$ cat src/rtl/vlvp_pkg.sv
package vlvp_pkg;

  // clock and one-second base
  localparam int unsigned CLK_PERIOD_NS = 50;
  localparam int unsigned ONE_SEC_NS = 1_000_000_000;
  localparam int unsigned SEC_CYCLES = ONE_SEC_NS / CLK_PERIOD_NS;

  // phase lengths in seconds
  localparam logic [11:0] PULSE_SECS = 12'h004;
  localparam logic [11:0] BLANK_SECS = 12'h003;

  // test time code: 0..60 s by 1 s, 70..600 s by 10 s, 11..60 min by 1 min
  localparam logic [7:0] TIME_CODE_RST = 8'h0a;
  localparam logic [7:0] TIME_CODE_MIN = 8'h0a;
  localparam logic [7:0] TIME_CODE_MAX = 8'ha4;
  localparam logic [7:0] CODE_FINE_END = 8'h3c;
  localparam logic [7:0] CODE_MID_END = 8'h72;
  localparam logic [7:0] CODE_MID_BIAS = 8'h36;
  localparam logic [7:0] CODE_COARSE_BIAS = 8'h68;
  localparam logic [11:0] MID_STEP_SECS = 12'h00a;
  localparam logic [11:0] COARSE_STEP_SECS = 12'h03c;

  // register map (byte addresses)
  localparam int unsigned ADDR_W = 4;
  localparam logic [3:0] CFG_OFF = 4'h0;
  localparam logic [3:0] STATUS_OFF = 4'h4;
  localparam logic [3:0] CMD_OFF = 4'h8;
  localparam logic [3:0] TIME_OFF = 4'hc;
  localparam int unsigned CFG_SCHED_LSB = 0;
  localparam int unsigned CFG_CODE_LSB = 8;
  localparam int unsigned CMD_CLEAR_BIT = 0;
  localparam int unsigned STAT_LOCK_BIT = 8;
  localparam int unsigned STAT_BUSY_BIT = 9;
  localparam int unsigned STAT_SW_BIT = 10;
  localparam int unsigned STAT_PASS_BIT = 11;
  localparam int unsigned STAT_SEC_LSB = 16;
  localparam logic [1:0] RESP_OKAY = 2'h0;
  localparam logic [1:0] RESP_SLVERR = 2'h2;

  typedef enum logic [2:0] {
    SCHED_NEVER = 3'h0,
    SCHED_BEFORE = 3'h1,
    SCHED_AFTER = 3'h2,
    SCHED_BOTH = 3'h3,
    SCHED_SPLIT = 3'h4
  } vlvp_sched_e;

  typedef enum logic [7:0] {
    ST_IDLE = 8'h01,
    ST_LP_PULSE = 8'h02,
    ST_LP_BLANK = 8'h04,
    ST_LP_TEST = 8'h08,
    ST_HP_PULSE = 8'h10,
    ST_HP_BLANK = 8'h20,
    ST_HP_TEST = 8'h40,
    ST_LOCKOUT = 8'h80
  } vlvp_state_e;

  typedef struct packed {
    vlvp_sched_e sched;
    logic [7:0] time_code;
  } vlvp_cfg_s;

  localparam vlvp_cfg_s CFG_RST = '{sched: SCHED_NEVER, time_code: TIME_CODE_RST};

  function automatic logic [11:0] vlvp_code_to_secs(input logic [7:0] code);
    logic [11:0] base;
    base = 12'h000;
    if (code <= CODE_FINE_END) begin
      return {4'h0, code};
    end else if (code <= CODE_MID_END) begin
      base = {4'h0, code - CODE_MID_BIAS};
      return base * MID_STEP_SECS;
    end else begin
      base = {4'h0, code - CODE_COARSE_BIAS};
      return base * COARSE_STEP_SECS;
    end
  endfunction

endpackage

$ cat src/rtl/vlvp_sync.sv
`timescale 1ns/1ps
module vlvp_sync
  import vlvp_pkg::*;
#(
  parameter int unsigned WIDTH = 1
) (
  input wire logic core_clk_i,
  input wire logic reset_n_i,
  input wire logic [WIDTH-1:0] async_i,
  output logic [WIDTH-1:0] sync_o
);

  if (WIDTH < 1) begin : g_bad_width
    $error("vlvp_sync: WIDTH must be at least 1");
  end

  logic [WIDTH-1:0] meta_reg;
  logic [WIDTH-1:0] sync_reg;

  always_ff @(posedge core_clk_i or negedge reset_n_i) begin
    if (!reset_n_i) begin
      meta_reg <= '0;
      sync_reg <= '0;
    end else begin
      meta_reg <= async_i;
      sync_reg <= meta_reg;
    end
  end

  assign sync_o = sync_reg;

endmodule

$ cat src/rtl/vlvp_tick.sv
`timescale 1ns/1ps
module vlvp_tick
  import vlvp_pkg::*;
#(
  parameter int unsigned CYCLES = SEC_CYCLES
) (
  input wire logic core_clk_i,
  input wire logic reset_n_i,
  input wire logic restart_i,
  output logic tick_o
);

  if (CYCLES < 2) begin : g_bad_cycles
    $error("vlvp_tick: CYCLES must be at least 2");
  end

  localparam int unsigned CNT_W = $clog2(CYCLES);
  localparam logic [CNT_W-1:0] CNT_LAST = CNT_W'(CYCLES - 1);

  logic [CNT_W-1:0] cnt_reg;
  logic [CNT_W-1:0] cnt_next;

  // restart aligns the second boundary to phase entry
  always_comb begin
    if (restart_i || cnt_reg == CNT_LAST) begin
      cnt_next = '0;
    end else begin
      cnt_next = cnt_reg + CNT_W'(1);
    end
  end

  always_ff @(posedge core_clk_i or negedge reset_n_i) begin
    if (!reset_n_i) begin
      cnt_reg <= '0;
    end else begin
      cnt_reg <= cnt_next;
    end
  end

  assign tick_o = (cnt_reg == CNT_LAST);

endmodule

$ cat src/rtl/vlvp_sequencer.sv
// The placing of the registers and register access over AXI4-Lite were decided locally.
`timescale 1ns/1ps
// Function
// with the never schedule no proving step is ever driven and requests finish at once.
// with before, proving runs on the request made after standby and safe start check, ahead of run.
// with after, proving runs on the request made when run ends, ahead of safety relay dropout.
// with both, the full low and high pressure test runs at both points.
// with split, only the high pressure test runs at the before point and only the low one after.
// all proving times derive from an exact one-second tick, well inside ten percent.
// the low pressure test opens the downstream valve alone for four seconds.
// each valve pulse is followed by three seconds in which the pressure switch is ignored.
// a pressure switch that turns on during the low pressure test window causes lockout.
// the high pressure test then opens the upstream valve alone for four seconds.
// a pressure switch that turns off during the high pressure test window causes lockout.
// the test time code steps by one second to 60 s, ten seconds to 600 s, one minute to 60 min.
// schedule and test time can be written only in standby or lockout.
// the test time resets to ten seconds, which is also its floor.
// lockout drops both valves at once and holds until a software clear.
// a full run is low pressure then high pressure test, reporting done only without lockout.
module vlvp_sequencer
  import vlvp_pkg::*;
#(
  parameter int unsigned SEC_CYCLES_P = SEC_CYCLES
) (
  input wire logic core_clk_i,
  input wire logic reset_n_i,
  input wire logic before_req_i,
  input wire logic after_req_i,
  input wire logic control_standby_i,
  input wire logic interspace_pressure_switch_i,
  output logic upstream_valve_drive_o,
  output logic downstream_valve_drive_o,
  output logic prove_busy_o,
  output logic prove_done_o,
  output logic lockout_o,
  input wire logic [ADDR_W-1:0] s_axi_awaddr_i,
  input wire logic s_axi_awvalid_i,
  output logic s_axi_awready_o,
  input wire logic [31:0] s_axi_wdata_i,
  input wire logic [3:0] s_axi_wstrb_i,
  input wire logic s_axi_wvalid_i,
  output logic s_axi_wready_o,
  output logic [1:0] s_axi_bresp_o,
  output logic s_axi_bvalid_o,
  input wire logic s_axi_bready_i,
  input wire logic [ADDR_W-1:0] s_axi_araddr_i,
  input wire logic s_axi_arvalid_i,
  output logic s_axi_arready_o,
  output logic [31:0] s_axi_rdata_o,
  output logic [1:0] s_axi_rresp_o,
  output logic s_axi_rvalid_o,
  input wire logic s_axi_rready_i
);

  if (SEC_CYCLES_P < 2) begin : g_bad_sec
    $error("vlvp_sequencer: SEC_CYCLES_P must be at least 2");
  end

  logic switch_sync;
  logic sec_tick;

  vlvp_sync #(
    .WIDTH(1)
  ) u_switch_sync (
    .core_clk_i(core_clk_i),
    .reset_n_i(reset_n_i),
    .async_i(interspace_pressure_switch_i),
    .sync_o(switch_sync)
  );

  // sequencer state
  vlvp_state_e state_reg, state_next;
  logic [11:0] sec_reg, sec_next;
  logic [11:0] test_secs_reg, test_secs_next;
  logic hp_follow_reg, hp_follow_next;
  logic up_reg, up_next;
  logic down_reg, down_next;
  logic busy_reg, busy_next;
  logic done_reg, done_next;
  logic lock_reg, lock_next;
  logic pass_reg, pass_next;

  // bus state
  vlvp_cfg_s cfg_reg, cfg_next;
  logic aw_hold_reg, aw_hold_next;
  logic [ADDR_W-1:0] awaddr_reg, awaddr_next;
  logic w_hold_reg, w_hold_next;
  logic [31:0] wdata_reg, wdata_next;
  logic [3:0] wstrb_reg, wstrb_next;
  logic awready_reg, awready_next;
  logic wready_reg, wready_next;
  logic bvalid_reg, bvalid_next;
  logic [1:0] bresp_reg, bresp_next;
  logic arready_reg, arready_next;
  logic rvalid_reg, rvalid_next;
  logic [31:0] rdata_reg, rdata_next;
  logic [1:0] rresp_reg, rresp_next;
  logic clear_cmd;

  logic phase_restart;
  logic pulse_end;
  logic blank_end;
  logic test_end;

  // exact second base, realigned at each phase entry
  // exact second base
  vlvp_tick #(
    .CYCLES(SEC_CYCLES_P)
  ) u_sec_tick (
    .core_clk_i(core_clk_i),
    .reset_n_i(reset_n_i),
    .restart_i(phase_restart),
    .tick_o(sec_tick)
  );

  assign phase_restart = (state_next != state_reg);
  assign pulse_end = sec_tick && (sec_reg == PULSE_SECS - 12'h001);
  assign blank_end = sec_tick && (sec_reg == BLANK_SECS - 12'h001);
  assign test_end = sec_tick && (sec_reg == test_secs_reg - 12'h001);

  always_comb begin
    state_next = state_reg;
    hp_follow_next = hp_follow_reg;
    test_secs_next = test_secs_reg;
    done_next = 1'b0;
    pass_next = pass_reg;
    case (state_reg)
      ST_IDLE: begin
        if (before_req_i) begin
          test_secs_next = vlvp_code_to_secs(cfg_reg.time_code);
          case (cfg_reg.sched)
            // before point, full run
            // both, before point
            SCHED_BEFORE, SCHED_BOTH: begin
              state_next = ST_LP_PULSE;
              hp_follow_next = 1'b1;
            end
            // split, high test only
            SCHED_SPLIT: begin
              state_next = ST_HP_PULSE;
              hp_follow_next = 1'b0;
            end
            // never skips proving
            default: begin
              done_next = 1'b1;
            end
          endcase
        end else if (after_req_i) begin
          test_secs_next = vlvp_code_to_secs(cfg_reg.time_code);
          case (cfg_reg.sched)
            // after point, full run
            // both, after point
            SCHED_AFTER, SCHED_BOTH: begin
              state_next = ST_LP_PULSE;
              hp_follow_next = 1'b1;
            end
            // split, low test only
            SCHED_SPLIT: begin
              state_next = ST_LP_PULSE;
              hp_follow_next = 1'b0;
            end
            // never skips proving
            default: begin
              done_next = 1'b1;
            end
          endcase
        end
      end
      // four second vent pulse
      ST_LP_PULSE: begin
        if (pulse_end) begin
          state_next = ST_LP_BLANK;
        end
      end
      // switch ignored while blanking
      ST_LP_BLANK: begin
        if (blank_end) begin
          state_next = ST_LP_TEST;
        end
      end
      ST_LP_TEST: begin
        // rise means upstream leak
        if (switch_sync) begin
          state_next = ST_LOCKOUT;
          pass_next = 1'b0;
        end else if (test_end) begin
          // low then high
          if (hp_follow_reg) begin
            state_next = ST_HP_PULSE;
          end else begin
            state_next = ST_IDLE;
            done_next = 1'b1;
            pass_next = 1'b1;
          end
        end
      end
      // four second fill pulse
      ST_HP_PULSE: begin
        if (pulse_end) begin
          state_next = ST_HP_BLANK;
        end
      end
      // switch ignored while blanking
      ST_HP_BLANK: begin
        if (blank_end) begin
          state_next = ST_HP_TEST;
        end
      end
      ST_HP_TEST: begin
        // fall means downstream leak
        if (!switch_sync) begin
          state_next = ST_LOCKOUT;
          pass_next = 1'b0;
        end else if (test_end) begin
          // done only without lockout
          state_next = ST_IDLE;
          done_next = 1'b1;
          pass_next = 1'b1;
        end
      end
      // held until software clear
      ST_LOCKOUT: begin
        if (clear_cmd) begin
          state_next = ST_IDLE;
        end
      end
      default: begin
        state_next = ST_LOCKOUT;
      end
    endcase
    if (phase_restart) begin
      sec_next = 12'h000;
    end else if (sec_tick) begin
      sec_next = sec_reg + 12'h001;
    end else begin
      sec_next = sec_reg;
    end
    // downstream alone in vent pulse
    down_next = (state_next == ST_LP_PULSE);
    // upstream alone in fill pulse
    up_next = (state_next == ST_HP_PULSE);
    // both valves drop on lockout
    lock_next = (state_next == ST_LOCKOUT);
    busy_next = (state_next != ST_IDLE) && (state_next != ST_LOCKOUT);
  end

  always_ff @(posedge core_clk_i or negedge reset_n_i) begin
    if (!reset_n_i) begin
      state_reg <= ST_IDLE;
      sec_reg <= 12'h000;
      test_secs_reg <= 12'h000;
      hp_follow_reg <= 1'b0;
      up_reg <= 1'b0;
      down_reg <= 1'b0;
      busy_reg <= 1'b0;
      done_reg <= 1'b0;
      lock_reg <= 1'b0;
      pass_reg <= 1'b0;
    end else begin
      state_reg <= state_next;
      sec_reg <= sec_next;
      test_secs_reg <= test_secs_next;
      hp_follow_reg <= hp_follow_next;
      up_reg <= up_next;
      down_reg <= down_next;
      busy_reg <= busy_next;
      done_reg <= done_next;
      lock_reg <= lock_next;
      pass_reg <= pass_next;
    end
  end

  // register slave
  always_comb begin
    cfg_next = cfg_reg;
    aw_hold_next = aw_hold_reg;
    awaddr_next = awaddr_reg;
    w_hold_next = w_hold_reg;
    wdata_next = wdata_reg;
    wstrb_next = wstrb_reg;
    bvalid_next = bvalid_reg;
    bresp_next = bresp_reg;
    rvalid_next = rvalid_reg;
    rdata_next = rdata_reg;
    rresp_next = rresp_reg;
    clear_cmd = 1'b0;
    if (s_axi_awvalid_i && awready_reg) begin
      aw_hold_next = 1'b1;
      awaddr_next = s_axi_awaddr_i;
    end
    if (s_axi_wvalid_i && wready_reg) begin
      w_hold_next = 1'b1;
      wdata_next = s_axi_wdata_i;
      wstrb_next = s_axi_wstrb_i;
    end
    if (bvalid_reg && s_axi_bready_i) begin
      bvalid_next = 1'b0;
    end
    if (aw_hold_reg && w_hold_reg && !bvalid_reg) begin
      aw_hold_next = 1'b0;
      w_hold_next = 1'b0;
      bvalid_next = 1'b1;
      bresp_next = RESP_OKAY;
      case ({awaddr_reg[ADDR_W-1:2], 2'b00})
        CFG_OFF: begin
          // settings open in standby or lockout
          if (control_standby_i || lock_reg) begin
            if (wstrb_reg[0]) begin
              if (wdata_reg[CFG_SCHED_LSB +: 3] <= SCHED_SPLIT) begin
                cfg_next.sched = vlvp_sched_e'(wdata_reg[CFG_SCHED_LSB +: 3]);
              end else begin
                cfg_next.sched = SCHED_NEVER;
              end
            end
            if (wstrb_reg[1]) begin
              // code clamped to legal steps
              // ten second floor
              if (wdata_reg[CFG_CODE_LSB +: 8] < TIME_CODE_MIN) begin
                cfg_next.time_code = TIME_CODE_MIN;
              end else if (wdata_reg[CFG_CODE_LSB +: 8] > TIME_CODE_MAX) begin
                cfg_next.time_code = TIME_CODE_MAX;
              end else begin
                cfg_next.time_code = wdata_reg[CFG_CODE_LSB +: 8];
              end
            end
          end else begin
            bresp_next = RESP_SLVERR;
          end
        end
        CMD_OFF: begin
          // explicit clear of lockout
          clear_cmd = wstrb_reg[0] && wdata_reg[CMD_CLEAR_BIT];
        end
        STATUS_OFF, TIME_OFF: begin
          bresp_next = RESP_SLVERR;
        end
        default: begin
          bresp_next = RESP_SLVERR;
        end
      endcase
    end
    awready_next = !aw_hold_next && !bvalid_next;
    wready_next = !w_hold_next && !bvalid_next;
    if (rvalid_reg && s_axi_rready_i) begin
      rvalid_next = 1'b0;
    end
    if (s_axi_arvalid_i && arready_reg) begin
      rvalid_next = 1'b1;
      rresp_next = RESP_OKAY;
      rdata_next = 32'h0000_0000;
      case ({s_axi_araddr_i[ADDR_W-1:2], 2'b00})
        CFG_OFF: begin
          rdata_next[CFG_SCHED_LSB +: 3] = cfg_reg.sched;
          rdata_next[CFG_CODE_LSB +: 8] = cfg_reg.time_code;
        end
        STATUS_OFF: begin
          rdata_next[7:0] = state_reg;
          rdata_next[STAT_LOCK_BIT] = lock_reg;
          rdata_next[STAT_BUSY_BIT] = busy_reg;
          rdata_next[STAT_SW_BIT] = switch_sync;
          rdata_next[STAT_PASS_BIT] = pass_reg;
          rdata_next[STAT_SEC_LSB +: 12] = sec_reg;
        end
        TIME_OFF: begin
          rdata_next[11:0] = vlvp_code_to_secs(cfg_reg.time_code);
        end
        CMD_OFF: begin
          rdata_next = 32'h0000_0000;
        end
        default: begin
          rresp_next = RESP_SLVERR;
        end
      endcase
    end
    arready_next = !rvalid_next;
  end

  always_ff @(posedge core_clk_i or negedge reset_n_i) begin
    if (!reset_n_i) begin
      cfg_reg <= CFG_RST;
      aw_hold_reg <= 1'b0;
      awaddr_reg <= '0;
      w_hold_reg <= 1'b0;
      wdata_reg <= 32'h0000_0000;
      wstrb_reg <= 4'h0;
      awready_reg <= 1'b0;
      wready_reg <= 1'b0;
      bvalid_reg <= 1'b0;
      bresp_reg <= RESP_OKAY;
      arready_reg <= 1'b0;
      rvalid_reg <= 1'b0;
      rdata_reg <= 32'h0000_0000;
      rresp_reg <= RESP_OKAY;
    end else begin
      cfg_reg <= cfg_next;
      aw_hold_reg <= aw_hold_next;
      awaddr_reg <= awaddr_next;
      w_hold_reg <= w_hold_next;
      wdata_reg <= wdata_next;
      wstrb_reg <= wstrb_next;
      awready_reg <= awready_next;
      wready_reg <= wready_next;
      bvalid_reg <= bvalid_next;
      bresp_reg <= bresp_next;
      arready_reg <= arready_next;
      rvalid_reg <= rvalid_next;
      rdata_reg <= rdata_next;
      rresp_reg <= rresp_next;
    end
  end

  assign upstream_valve_drive_o = up_reg;
  assign downstream_valve_drive_o = down_reg;
  assign prove_busy_o = busy_reg;
  assign prove_done_o = done_reg;
  assign lockout_o = lock_reg;
  assign s_axi_awready_o = awready_reg;
  assign s_axi_wready_o = wready_reg;
  assign s_axi_bvalid_o = bvalid_reg;
  assign s_axi_bresp_o = bresp_reg;
  assign s_axi_arready_o = arready_reg;
  assign s_axi_rvalid_o = rvalid_reg;
  assign s_axi_rdata_o = rdata_reg;
  assign s_axi_rresp_o = rresp_reg;

endmodule

$ cat config.mk
export PLATFORM = sky130hd
export DESIGN_NAME = vlvp_sequencer
export DESIGN_NICKNAME = d
export VERILOG_FILES = /design/src/rtl/vlvp_pkg.sv /design/src/rtl/vlvp_sync.sv /design/src/rtl/vlvp_tick.sv /design/src/rtl/vlvp_sequencer.sv
export SDC_FILE = /design/constraint.sdc
export NUM_CORES = 1
export LEC_CHECK = 0
export BUFFER_PORTS_ARGS = -buffer_cell sky130_fd_sc_hd__buf_2
export CAP_MARGIN = 20
export CORE_AREA = 2 2 156 158
export CTS_BUF_LIST = sky130_fd_sc_hd__clkbuf_4 sky130_fd_sc_hd__clkbuf_8 sky130_fd_sc_hd__clkbuf_16
export DETAILED_ROUTE_END_ITERATION = 8
export DIE_AREA = 0 0 158 160
export SLEW_MARGIN = 20
export SYNTH_ARGS = -nofsm -noshare
export SYNTH_HDL_FRONTEND = slang
export SYNTH_SLANG_ARGS = --single-unit
$ cat constraint.sdc
create_clock -name core_clk_i -period 4.8 [get_ports core_clk_i]
set_input_delay 0.48 -clock core_clk_i [delete_from_list [all_inputs] [get_ports core_clk_i]]
set_output_delay 0.48 -clock core_clk_i [all_outputs]
set_load 0.03 [all_outputs]
Word level (Yosys, flattened, before mapping)
Cells that the tools add are included.
Word-level totals
  output and inout bits: 46
  word-level logic and storage cells: 170
  input bits: 55
  bits in registers: 136
Cells by class
  equal/unequal tests: 32
  $add $sub $neg: 5
  muxes and demuxes: 62
  reduce and logical (&&, ||, !) cells: 37
  magnitude comparators: 5
  multiply operators: 2
Operators by type and width (number)
  $mux 8: 14
  $mux 12: 7
  $pmux 8 s8: 1
  $mux 1: 26
  $add 25x1->25 const B: 1
  $eq 25x25->1 const B: 1
  $mux 25: 1
  $eq 12x2->1 const B: 2
  $eq 8x2->1 const B: 2
  $eq 8x5->1 const B: 2
  $eq 8x8->1 const B: 2
  $pmux 4 s4: 1
  $pmux 8 s2: 1
  $reduce_and 4->1: 4
  $logic_and 1x1->1: 14
  $add 12x1->12 const B: 1
  $eq 12x12->1: 1
  $pmux 3 s4: 1
  $sub 12x1->12 const B: 1
  $mul 8x3->11 const B: 1
  $mul 8x4->10 const B: 1
  $pmux 5 s2: 1
  $eq 2x2->1 const B: 4
  $eq 8x1->1 const B: 1
  other kinds (36): 52

Longest topological paths before layout
Gate-level depths: netlist of run 1.
  depth after elaboration: 9
  gate-level depth with buffers: 16

Hierarchy
A second synthesis of run 1 with hierarchy kept.
Unflattened totals
  cell total of the unflattened synthesis: 866
  area total of the unflattened synthesis: 8011.4 µm²
Modules (own cells, without submodules)
  vlvp_sequencer: times used 1, area an instance 6557.5 µm², cells an instance 718
  vlvp_tick: times used 1, area an instance 1403.8 µm², cells an instance 146
  vlvp_sync: times used 1, area an instance 50.0 µm², cells an instance 2

Worst setup path before layout of run 1
No wires, ideal clock.
  kind: flip-flop to flip-flop
  from: reg cfg_reg[3] (netlist name)
  to: reg rdata_reg[11], in the netlist s_axi_rdata_o[11]
  path slack: 577 ps
  library setup time: 72 ps
  data required time: 4728 ps
  data arrival time: 4151 ps
  period minus slack after synthesis: 4223 ps
  path buffers: 1
  stages on the path, launching flop included: 15
  cells stage by stage: dfstp_2 clkbuf_1 inv_1 ha_1 xor2_1 fa_1 inv_1 fa_1 ha_1 or3_1 o211ai_1 xnor2_1 a2111oi_0 a31oi_1 nor2_1
On the way
  longest elaborated chain between the ends: 5
Ends and longest elaborated chain
  start, declared: RTL line vlvp_sequencer.sv:84  | vlvp_cfg_s cfg_reg, cfg_next;
  start signal, assigned: RTL line vlvp_sequencer.sv:395  | cfg_reg <= cfg_next;
  $sub 8x7->8 / $sub 8x6->8 (equally long branches): RTL line vlvp_pkg.sv:75, vlvp_pkg.sv:72
  $mul 8x4->10 / $mul 8x3->11 (equally long branches): RTL line vlvp_pkg.sv:76, vlvp_pkg.sv:73
  $mux 12: RTL line vlvp_pkg.sv:71  | end else if (code <= CODE_MID_END) begin
  $mux 12: RTL line vlvp_pkg.sv:69  | if (code <= CODE_FINE_END) begin
  $pmux 4 s4 (*): RTL line vlvp_sequencer.sv:351  | case ({s_axi_araddr_i[ADDR_W-1:2], 2'b00})
  end signal, assigned: RTL line vlvp_sequencer.sv:407  | rdata_reg <= rdata_next;
  end, declared: RTL line vlvp_sequencer.sv:96  | logic [31:0] rdata_reg, rdata_next;
Mark *: on every way between the ends. The rest lies on a longest branch, timed or not.
A chain may end at the register's enable or synchronous reset.

Worst setup path in the final report of run 1
Same ends and word-level chain as after synthesis.

==> results.md, run 1 <==
• finished, final reports clean — result of the run
• 0 — hold_buf cts
• 57 — num rows
• 2,405 — count of filler cells inserted in the layout
• 0.340 — starting density of the core
• 1,238 — non-filler instance count after layout
• 0.06 ns — Worst-path clk slew
• 0 — number of remaining DRC errors
• 0 — PostCTS Resize Cnt
• adder cells — largest delay contributor family on the critical path
• 0 — antenna-violating nets left
• 0.133 ns — Fin Hold WS
• 0 — post-CTS setup buffers
• 4.46 ns — WP data arrival
• 0 ns — Final TNS setup
• 4.18 nW — leakage component of the power
• 158 um — die width
• 8090 um2 — cell area after synthesis
• 15.5 um — Routed wire per std cell
• 371 — initial DRC count
• 19,200 um — sum of routed wire length over all layers
• 0.396 — part of the Yosys area used for sequential elements
• flip-flop to flip-flop — critical path class
• flip-flop — element type at the critical path start
• 0 — number of maximum-capacitance constraint violations
• yes — TritonCTS clock tree
• 28 — max FFs per register
• 3210 um2 — storage element area
• 0.162 — Tot GR Track Use
• 0 — Hold Fails Final Rpt
• sky130_fd_sc_hd__dfstp_2 — Slowest cell on crit path
• 32,900 um — global-route wire length before repair
• 4.11 ns — post-layout minimum cycle time
• 4510 um2 — footprint of the multi-input gates
• 0 — antenna cells
• 6.84 mW — total power after layout
• flip-flop — kind of end point of the critical path
• 25,300 um2 — die area
• 6,351 — via count of the first global-routing pass
• 0.175 — proportion of layout cells with a drive suffix above 1
• 13,800 um — dpl hpwl
• 0 — leftover overflow at the end of global routing
• sky130_fd_sc_hd__dfrtp_1 — Post-synth top flop
• 160 um — Chip Height
• 0.344 — worst slew slack as a fraction of its limit
• 0 — number of flops mapped to enable cells by yosys
• 0.867 — final RePlAce weighted congestion
• 4 — H-tree levels
• input pin to async pin — hold crit path type
• 845 — cell count after synthesis
• sky130_fd_sc_hd__clkbuf_16 — Clock Tree Root
• 0.42 ns — latest clock arrival within the worst-skew pair
• 128 — Sinks on Clock Net
• 6,379 — routed vias
• 736 nW/um2 — power density of the placed cells
• 5 — first-pass iteration count of the detailed router
• 0.0104 ns — Final Skew
• 128 — FF+latch count, synth
• inv_1 -> ha_1 -> fa_1 -> inv_1 -> fa_1 -> ha_1 -> or3_1 -> o211ai_1 -> xnor2_1 -> a2111oi_0 -> buf_4 -> a31oi_1 -> nor2_1 — cell chain of the critical path
• 0.243 GHz — highest clock rate
• 17 — Num CTS Buffers
• 0.59 ns — Largest stage delay, worst path
• 0.981 ns — actual slew at the worst max-slew pin
• 5.15 ns — Crit path required time
• 0 — Final setup violation count
• 77 — Synth cell types
• 1,002 — number of nets in the final layout
• 9.58 um2 — Post-Syn Area per Cell
• 5.15 — via count normalized by instance count
• 66 — total of buffers placed on input and output ports
• 2 — clock tree buffer depth
• 88 — maximum number of pins on one net before global-route repair
• 7 — critical path peak fanout
• 3 — combined buffer and inverter count along the critical path
• 0.857 — Tcrit/Tclk final
• 0 — warnings from Yosys
• 23,800 um2 — core area
• 0.390 — fin util
• 0.00113 V — worst vdd rail ir drop
• 2 — initial antenna violation count
• 1.00 — FFs w/ async S/R, synth
• 1,206 — placed cells
• no — unrepaired setup endpoints after global routing
• 0 — total count of max-transition violations in the final report
• 14.8% — area delta synth->final
• 101 — I/O pin count
## cells by family after synthesis
kind of cell | Yosys count | share of synthesized area
buffers and inverters | 86 | 0.0487
xor gates and xnor gates | 66 | 0.0714
DFF | 128 | 0.396
and+or+nand+nor | 330 | 0.230
adders and majority gates | 47 | 0.0826
other | 1 | 0.000463
AOI/OAI and AO/OA | 162 | 0.138
muxes | 25 | 0.0331
## cells in the mapped netlist, types with 8 or more instances
cell | n | area [um2]
sky130_fd_sc_hd__nand3_1 | 37 | 185
sky130_fd_sc_hd__nor2_1 | 60 | 225
sky130_fd_sc_hd__dfrtp_1 | 125 | 3130
sky130_fd_sc_hd__inv_1 | 40 | 150
sky130_fd_sc_hd__and3_1 | 8 | 50.1
sky130_fd_sc_hd__a22o_1 | 16 | 140
sky130_fd_sc_hd__nand2_1 | 85 | 319
sky130_fd_sc_hd__xnor2_1 | 23 | 201
sky130_fd_sc_hd__ha_1 | 35 | 438
sky130_fd_sc_hd__a21oi_1 | 27 | 135
sky130_fd_sc_hd__xor2_1 | 43 | 377
sky130_fd_sc_hd__nand2b_1 | 13 | 81.3
sky130_fd_sc_hd__fa_1 | 11 | 220
sky130_fd_sc_hd__and2_1 | 11 | 68.8
sky130_fd_sc_hd__nor3_1 | 26 | 130
sky130_fd_sc_hd__nor4_1 | 15 | 93.8
sky130_fd_sc_hd__nor4_2 | 16 | 200
sky130_fd_sc_hd__buf_4 | 12 | 90.1
sky130_fd_sc_hd__clkbuf_1 | 25 | 93.8
sky130_fd_sc_hd__nand4_1 | 18 | 113
sky130_fd_sc_hd__mux2i_1 | 11 | 110
sky130_fd_sc_hd__o21ai_0 | 50 | 250
sky130_fd_sc_hd__mux2_2 | 14 | 158
## per-stage QoR
step                      worst slack, ns  area, um2
after global routing                0.391       9290
after detailed placement            0.690       8700
after floorplan                     0.577       8120
after CTS                           0.662       9290
final                               0.688       9290
after global placement              0.678       8700
## power breakdown
| part | internal [mW] | switching, mW | total, mW |
|---|---|---|---|
| clock | 0.844 | 0.458 | 1.30 |
| combinational | 1.69 | 2.27 | 3.95 |
| sequential | 1.30 | 0.281 | 1.58 |
| total | 3.83 | 3.01 | 6.84 |
## layer usage
| layer | share of wire | GRT usage | up-vias |
|---|---|---|---|
| met2 | 0.46 | 0.251 | 143 |
| met5 | 0.00068 | 0 | - |
| li1 | - | - | 3152 |
| met4 | 0.015 | 0.0471 | 2 |
| met1 | 0.47 | 0.223 | 3059 |
| met3 | 0.052 | 0.0418 | 23 |
## final cells by class
type / instances / area share
multi-input combinational: 637 / 0.486
tap: 324 / 0.0436
timing repair buffer: 77 / 0.0451
clock inverter: 5 / 0.00835
clock buffer: 27 / 0.0559
sequential: 128 / 0.345
inverter: 40 / 0.0162
## placed cells by master (no fill, tap or decap), types with 5 or more instances in the layout
master / n
sky130_fd_sc_hd__a21oi_1: 27
sky130_fd_sc_hd__a22o_1: 16
sky130_fd_sc_hd__a31oi_1: 6
sky130_fd_sc_hd__and2_1: 11
sky130_fd_sc_hd__and3_1: 8
sky130_fd_sc_hd__and4_1: 5
sky130_fd_sc_hd__buf_2: 65
sky130_fd_sc_hd__buf_4: 11
sky130_fd_sc_hd__clkbuf_16: 17
sky130_fd_sc_hd__clkbuf_4: 7
sky130_fd_sc_hd__conb_1: 7
sky130_fd_sc_hd__dfrtp_1: 125
sky130_fd_sc_hd__fa_1: 11
sky130_fd_sc_hd__ha_1: 35
sky130_fd_sc_hd__inv_1: 40
sky130_fd_sc_hd__mux2_2: 14
sky130_fd_sc_hd__mux2i_1: 11
sky130_fd_sc_hd__nand2_1: 85
sky130_fd_sc_hd__nand2b_1: 13
sky130_fd_sc_hd__nand3_1: 37
sky130_fd_sc_hd__nand3b_1: 5
sky130_fd_sc_hd__nand4_1: 18
sky130_fd_sc_hd__nor2_1: 60
sky130_fd_sc_hd__nor2b_1: 6
sky130_fd_sc_hd__nor3_1: 26
sky130_fd_sc_hd__nor4_1: 15
sky130_fd_sc_hd__nor4_2: 16
sky130_fd_sc_hd__o21a_1: 5
sky130_fd_sc_hd__o21ai_0: 50
sky130_fd_sc_hd__o22ai_1: 5
sky130_fd_sc_hd__xnor2_1: 23
sky130_fd_sc_hd__xor2_1: 43
## worst register-to-register path, cell delays in order (launching register included)
cell	delay, ns
sky130_fd_sc_hd__dfstp_2	0.59
sky130_fd_sc_hd__inv_1	0.15
sky130_fd_sc_hd__ha_1	0.41
sky130_fd_sc_hd__fa_1	0.55
sky130_fd_sc_hd__inv_1	0.05
sky130_fd_sc_hd__fa_1	0.45
sky130_fd_sc_hd__ha_1	0.34
sky130_fd_sc_hd__or3_1	0.31
sky130_fd_sc_hd__o211ai_1	0.10
sky130_fd_sc_hd__xnor2_1	0.12
sky130_fd_sc_hd__a2111oi_0	0.55
sky130_fd_sc_hd__buf_4	0.21
sky130_fd_sc_hd__a31oi_1	0.08
sky130_fd_sc_hd__nor2_1	0.12
## final timing paths
| check | startpoint | depth (start not counted) | slack (ns) | end |
|---|---|---|---|---|
| min in group core_clk_i | interspace_pressure_switch_i | 1 | 0.16 | u_switch_sync.meta_reg |
| hold reg to reg | u_switch_sync.meta_reg | 0 | 0.35 | u_switch_sync.sync_o |
| setup reg to reg | cfg_reg[3] | 13 | 0.69 | s_axi_rdata_o[11] |
| hold / removal | reset_n_i | 1 | 0.13 | u_sec_tick.cnt_reg[24] |
| setup / recovery | cfg_reg[3] | 13 | 0.69 | s_axi_rdata_o[11] |
| max in group asynchronous | reset_n_i | 2 | 3.61 | cfg_reg[3] |
Note: power is estimated with default switching activity, not from simulation.
==> run 2, diff against run 1 <==
--- a/config.mk
+++ b/config.mk
@@ -7,10 +7,12 @@
 export LEC_CHECK = 0
 export BUFFER_PORTS_ARGS = -buffer_cell sky130_fd_sc_hd__buf_2
 export CAP_MARGIN = 20
-export CORE_AREA = 2 2 156 158
+export CORE_AREA = 3 3 157 159
 export CTS_BUF_LIST = sky130_fd_sc_hd__clkbuf_4 sky130_fd_sc_hd__clkbuf_8 sky130_fd_sc_hd__clkbuf_16
 export DETAILED_ROUTE_END_ITERATION = 8
-export DIE_AREA = 0 0 158 160
+export DIE_AREA = 0 0 160 162
+export PLACE_DENSITY_LB_ADDON = 0.05
+export SETUP_SLACK_MARGIN = 0.3
 export SLEW_MARGIN = 20
 export SYNTH_ARGS = -nofsm -noshare
 export SYNTH_HDL_FRONTEND = slang
==> run 2 against run 1 <==
Against the previous run: worst hold slack got worse by 0.0024 ns; sequential share of layout area about the same; critical endpoint unchanged; first-iteration DRC count fell by 7.8%; clock skew fell by 0.00095 ns; sequential power about the same; register-to-register slack improved by 0.099 ns; cell count is 0.32% lower; clock power is 4% higher; flip-flop and latch count unchanged; non-clock buffer count grew 1; highest routed layer is now met4; die area is 2.5% higher.
==> results.md, run 2 (synthesized netlist as in run 1, its figures left out) <==
• 0.79 ns — slack of the worst reg-to-reg path, was 0.69 ns
• 162 um — Chip Height, was 160 um
• 0.797 — final RePlAce weighted congestion, was 0.867
• 56 — num rows, was 57
• 0 — total count of max-transition violations in the final report, unchanged
• 6,510 — via count of the first global-routing pass, was 6,351
• 0.173 — Tot GR Track Use, was 0.162
• 160 um — die width, was 158 um
• 17 — Num CTS Buffers, unchanged
• 14 — number of cells traversed by the worst register-to-register path, was 13
• 16,100 um — dpl hpwl, was 13,800 um
• 0.397 — fin util, was 0.390
• 1,003 — number of nets in the final layout, was 1,002
• 9 — critical path peak fanout, was 7
• 66 — total of buffers placed on input and output ports, unchanged
• 0.00941 ns — Final Skew, was 0.0104 ns
• 0.245 — global routing met1 resource utilization, was 0.223
• no — unrepaired setup endpoints after global routing, unchanged
• 0 ns — Final TNS setup, unchanged
• 0.42 ns — latest clock arrival within the worst-skew pair, about the same
• 0 — antenna cells, unchanged
• 0.346 — starting density of the core, was 0.340
• 36,100 um — global-route wire length before repair, was 32,900 um
• 17.7 um — Routed wire per std cell, was 15.5 um
• 0 — post-CTS setup buffers, unchanged
• sky130_fd_sc_hd__dfrtp_1 (125), sky130_fd_sc_hd__nand2_1 (85), sky130_fd_sc_hd__buf_2 (65) — leading cell types in the layout, fill and taps excluded, unchanged
• 0 — initial antenna violation count, was 2
• 2 — clock tree buffer depth, unchanged
• 21,900 um — sum of routed wire length over all layers, was 19,200 um
• 28 — max FFs per register, unchanged
• 0.00118 V — worst vdd rail ir drop, was 0.00113 V
• input pin to async pin — hold crit path type, unchanged
• 25,900 um2 — die area, was 25,300 um2
• 0.279 — met2 Usage GRT, was 0.251
• flip-flop — kind of end point of the critical path, unchanged
• 342 — initial DRC count, was 371
• sky130_fd_sc_hd__dfrtp_1 — commonest non-fill, non-tap cell in the layout, unchanged
• 8700 um2 — placed inst area, about the same
• 0.130 ns — Fin Hold WS, was 0.133 ns
• 4 — H-tree levels, unchanged
• 14.9% — area delta synth->final, was 14.8%
• s_axi_rdata_o[11] — end of the worst register-to-register path, unchanged
• 0 — number of maximum-capacitance constraint violations, unchanged
• cfg_reg[5] — reg2reg start, was cfg_reg[3]
• 4.18 nW — leakage component of the power, about the same
• 87 — maximum number of pins on one net before global-route repair, was 88
• 9300 um2 — final instance area, was 9290 um2
• 101 — I/O pin count, unchanged
• 0 — Final setup violation count, unchanged
• 0.249 GHz — highest clock rate, was 0.243 GHz
• yes — TritonCTS clock tree, unchanged
• 4.36 ns — WP data arrival, was 4.46 ns
• 0.0314 — grt met3 use, was 0.0418
• 5.15 ns — Crit path required time, about the same
• 0 — hold_buf cts, unchanged
• sky130_fd_sc_hd__clkbuf_16 — Clock Tree Root, unchanged
• 0.390 — worst slew slack as a fraction of its limit, was 0.344
• 0.177 — proportion of layout cells with a drive suffix above 1, was 0.175
• 755 nW/um2 — power density of the placed cells, was 736 nW/um2
• 0 — antenna-violating nets left, unchanged
• met2 — most heavily used metal layer in global routing, unchanged
• 5.27 — via count normalized by instance count, was 5.15
• 6,507 — routed vias, was 6,379
• flip-flop to flip-flop — critical path class, unchanged
• 0.07 ns — Worst-path clk slew, was 0.06 ns
• 128 — Sinks on Clock Net, unchanged
• 0 — leftover overflow at the end of global routing, unchanged
• 2,381 — count of filler cells inserted in the layout, was 2,405
• 4 — first-pass iteration count of the detailed router, was 5
• 23,400 um2 — core area, was 23,800 um2
• 0 — Hold Fails Final Rpt, unchanged
• 0 — number of remaining DRC errors, unchanged
• flip-flop — element type at the critical path start, unchanged
• 0.836 — Tcrit/Tclk final, was 0.857
• 0.913 ns — actual slew at the worst max-slew pin, was 0.981 ns
• finished, final reports clean — result of the run, unchanged
• 4.01 ns — post-layout minimum cycle time, was 4.11 ns
-- run 2: how the worst max path moves through the flow --
stage | from | slack [ns] | depth (start not counted) | to
floorplan | cfg_reg[3] | 0.58 | 14 | s_axi_rdata_o[11]
global placement | cfg_reg[3] | 0.57 | 13 | s_axi_rdata_o[11]
detailed placement | cfg_reg[5] | 0.57 | 14 | s_axi_rdata_o[11]
CTS | cfg_reg[5] | 0.53 | 14 | s_axi_rdata_o[11]
global route | cfg_reg[5] | 0.38 | 14 | s_axi_rdata_o[11]
finish | cfg_reg[5] | 0.79 | 14 | s_axi_rdata_o[11]
-- run 2: through the flow --
| stage | power, mW | worst slack [ns] | std cells |
|---|---|---|---|
| after detailed placement | 5.69 | 0.572 | 1202 |
| after CTS | 7.09 | 0.528 | 1234 |
| after floorplan | 4.61 | 0.577 | 851 |
| final | 7.02 | 0.787 | 1234 |
| after global placement | 5.66 | 0.569 | 1202 |
| after global routing | 7.74 | 0.381 | 1234 |
-- run 2: layout make-up --
| cell class | count | area (um2) | area share |
|---|---|---|---|
| Tap cell | 319 | 399 | 0.0429 |
| Timing Repair Buffer | 78 | 427 | 0.0459 |
| Inverter | 40 | 150 | 0.0161 |
| Clock buffer | 17 | 425 | 0.0457 |
| Sequential cell | 128 | 3210 | 0.345 |
| Clock inverter | 15 | 173 | 0.0186 |
| Multi-Input combinational cell | 637 | 4520 | 0.486 |
-- run 2: routing by layer --
layer | vias up | part of all wire | wire, um
met1 | 3220 | 0.49 | 10700
met3 | 13 | 0.035 | 775
met2 | 126 | 0.47 | 10200
met5 | - | 0 | 0
met4 | 0 | 0.0082 | 180
li1 | 3148 | - | -
-- run 2: report_power, final --
| group | switching, mW | total (mW) | internal [mW] |
|---|---|---|---|
| combinational | 2.39 | 4.08 | 1.70 |
| clock | 0.563 | 1.35 | 0.783 |
| sequential | 0.288 | 1.59 | 1.30 |
| total | 3.24 | 7.02 | 3.78 |
-- run 2: critical path: stages, from the launching register on --
cell and delay [ns]:
sky130_fd_sc_hd__dfrtp_1 0.59, sky130_fd_sc_hd__o21ai_0 0.19, sky130_fd_sc_hd__xnor2_1 0.31, sky130_fd_sc_hd__inv_1 0.13, sky130_fd_sc_hd__fa_1 0.50, sky130_fd_sc_hd__inv_1 0.05, sky130_fd_sc_hd__fa_1 0.45, sky130_fd_sc_hd__ha_1 0.35
sky130_fd_sc_hd__or3_1 0.32, sky130_fd_sc_hd__o211ai_1 0.11, sky130_fd_sc_hd__xnor2_1 0.14, sky130_fd_sc_hd__a2111oi_2 0.43, sky130_fd_sc_hd__buf_4 0.18, sky130_fd_sc_hd__a31oi_1 0.08, sky130_fd_sc_hd__nor2_1 0.12
-- run 2: timing repair --
action	4_1_cts	5_1_grt
hold endpoints to repair	0	0
endpoints found under the setup margin	0	2
resized for setup	0	2
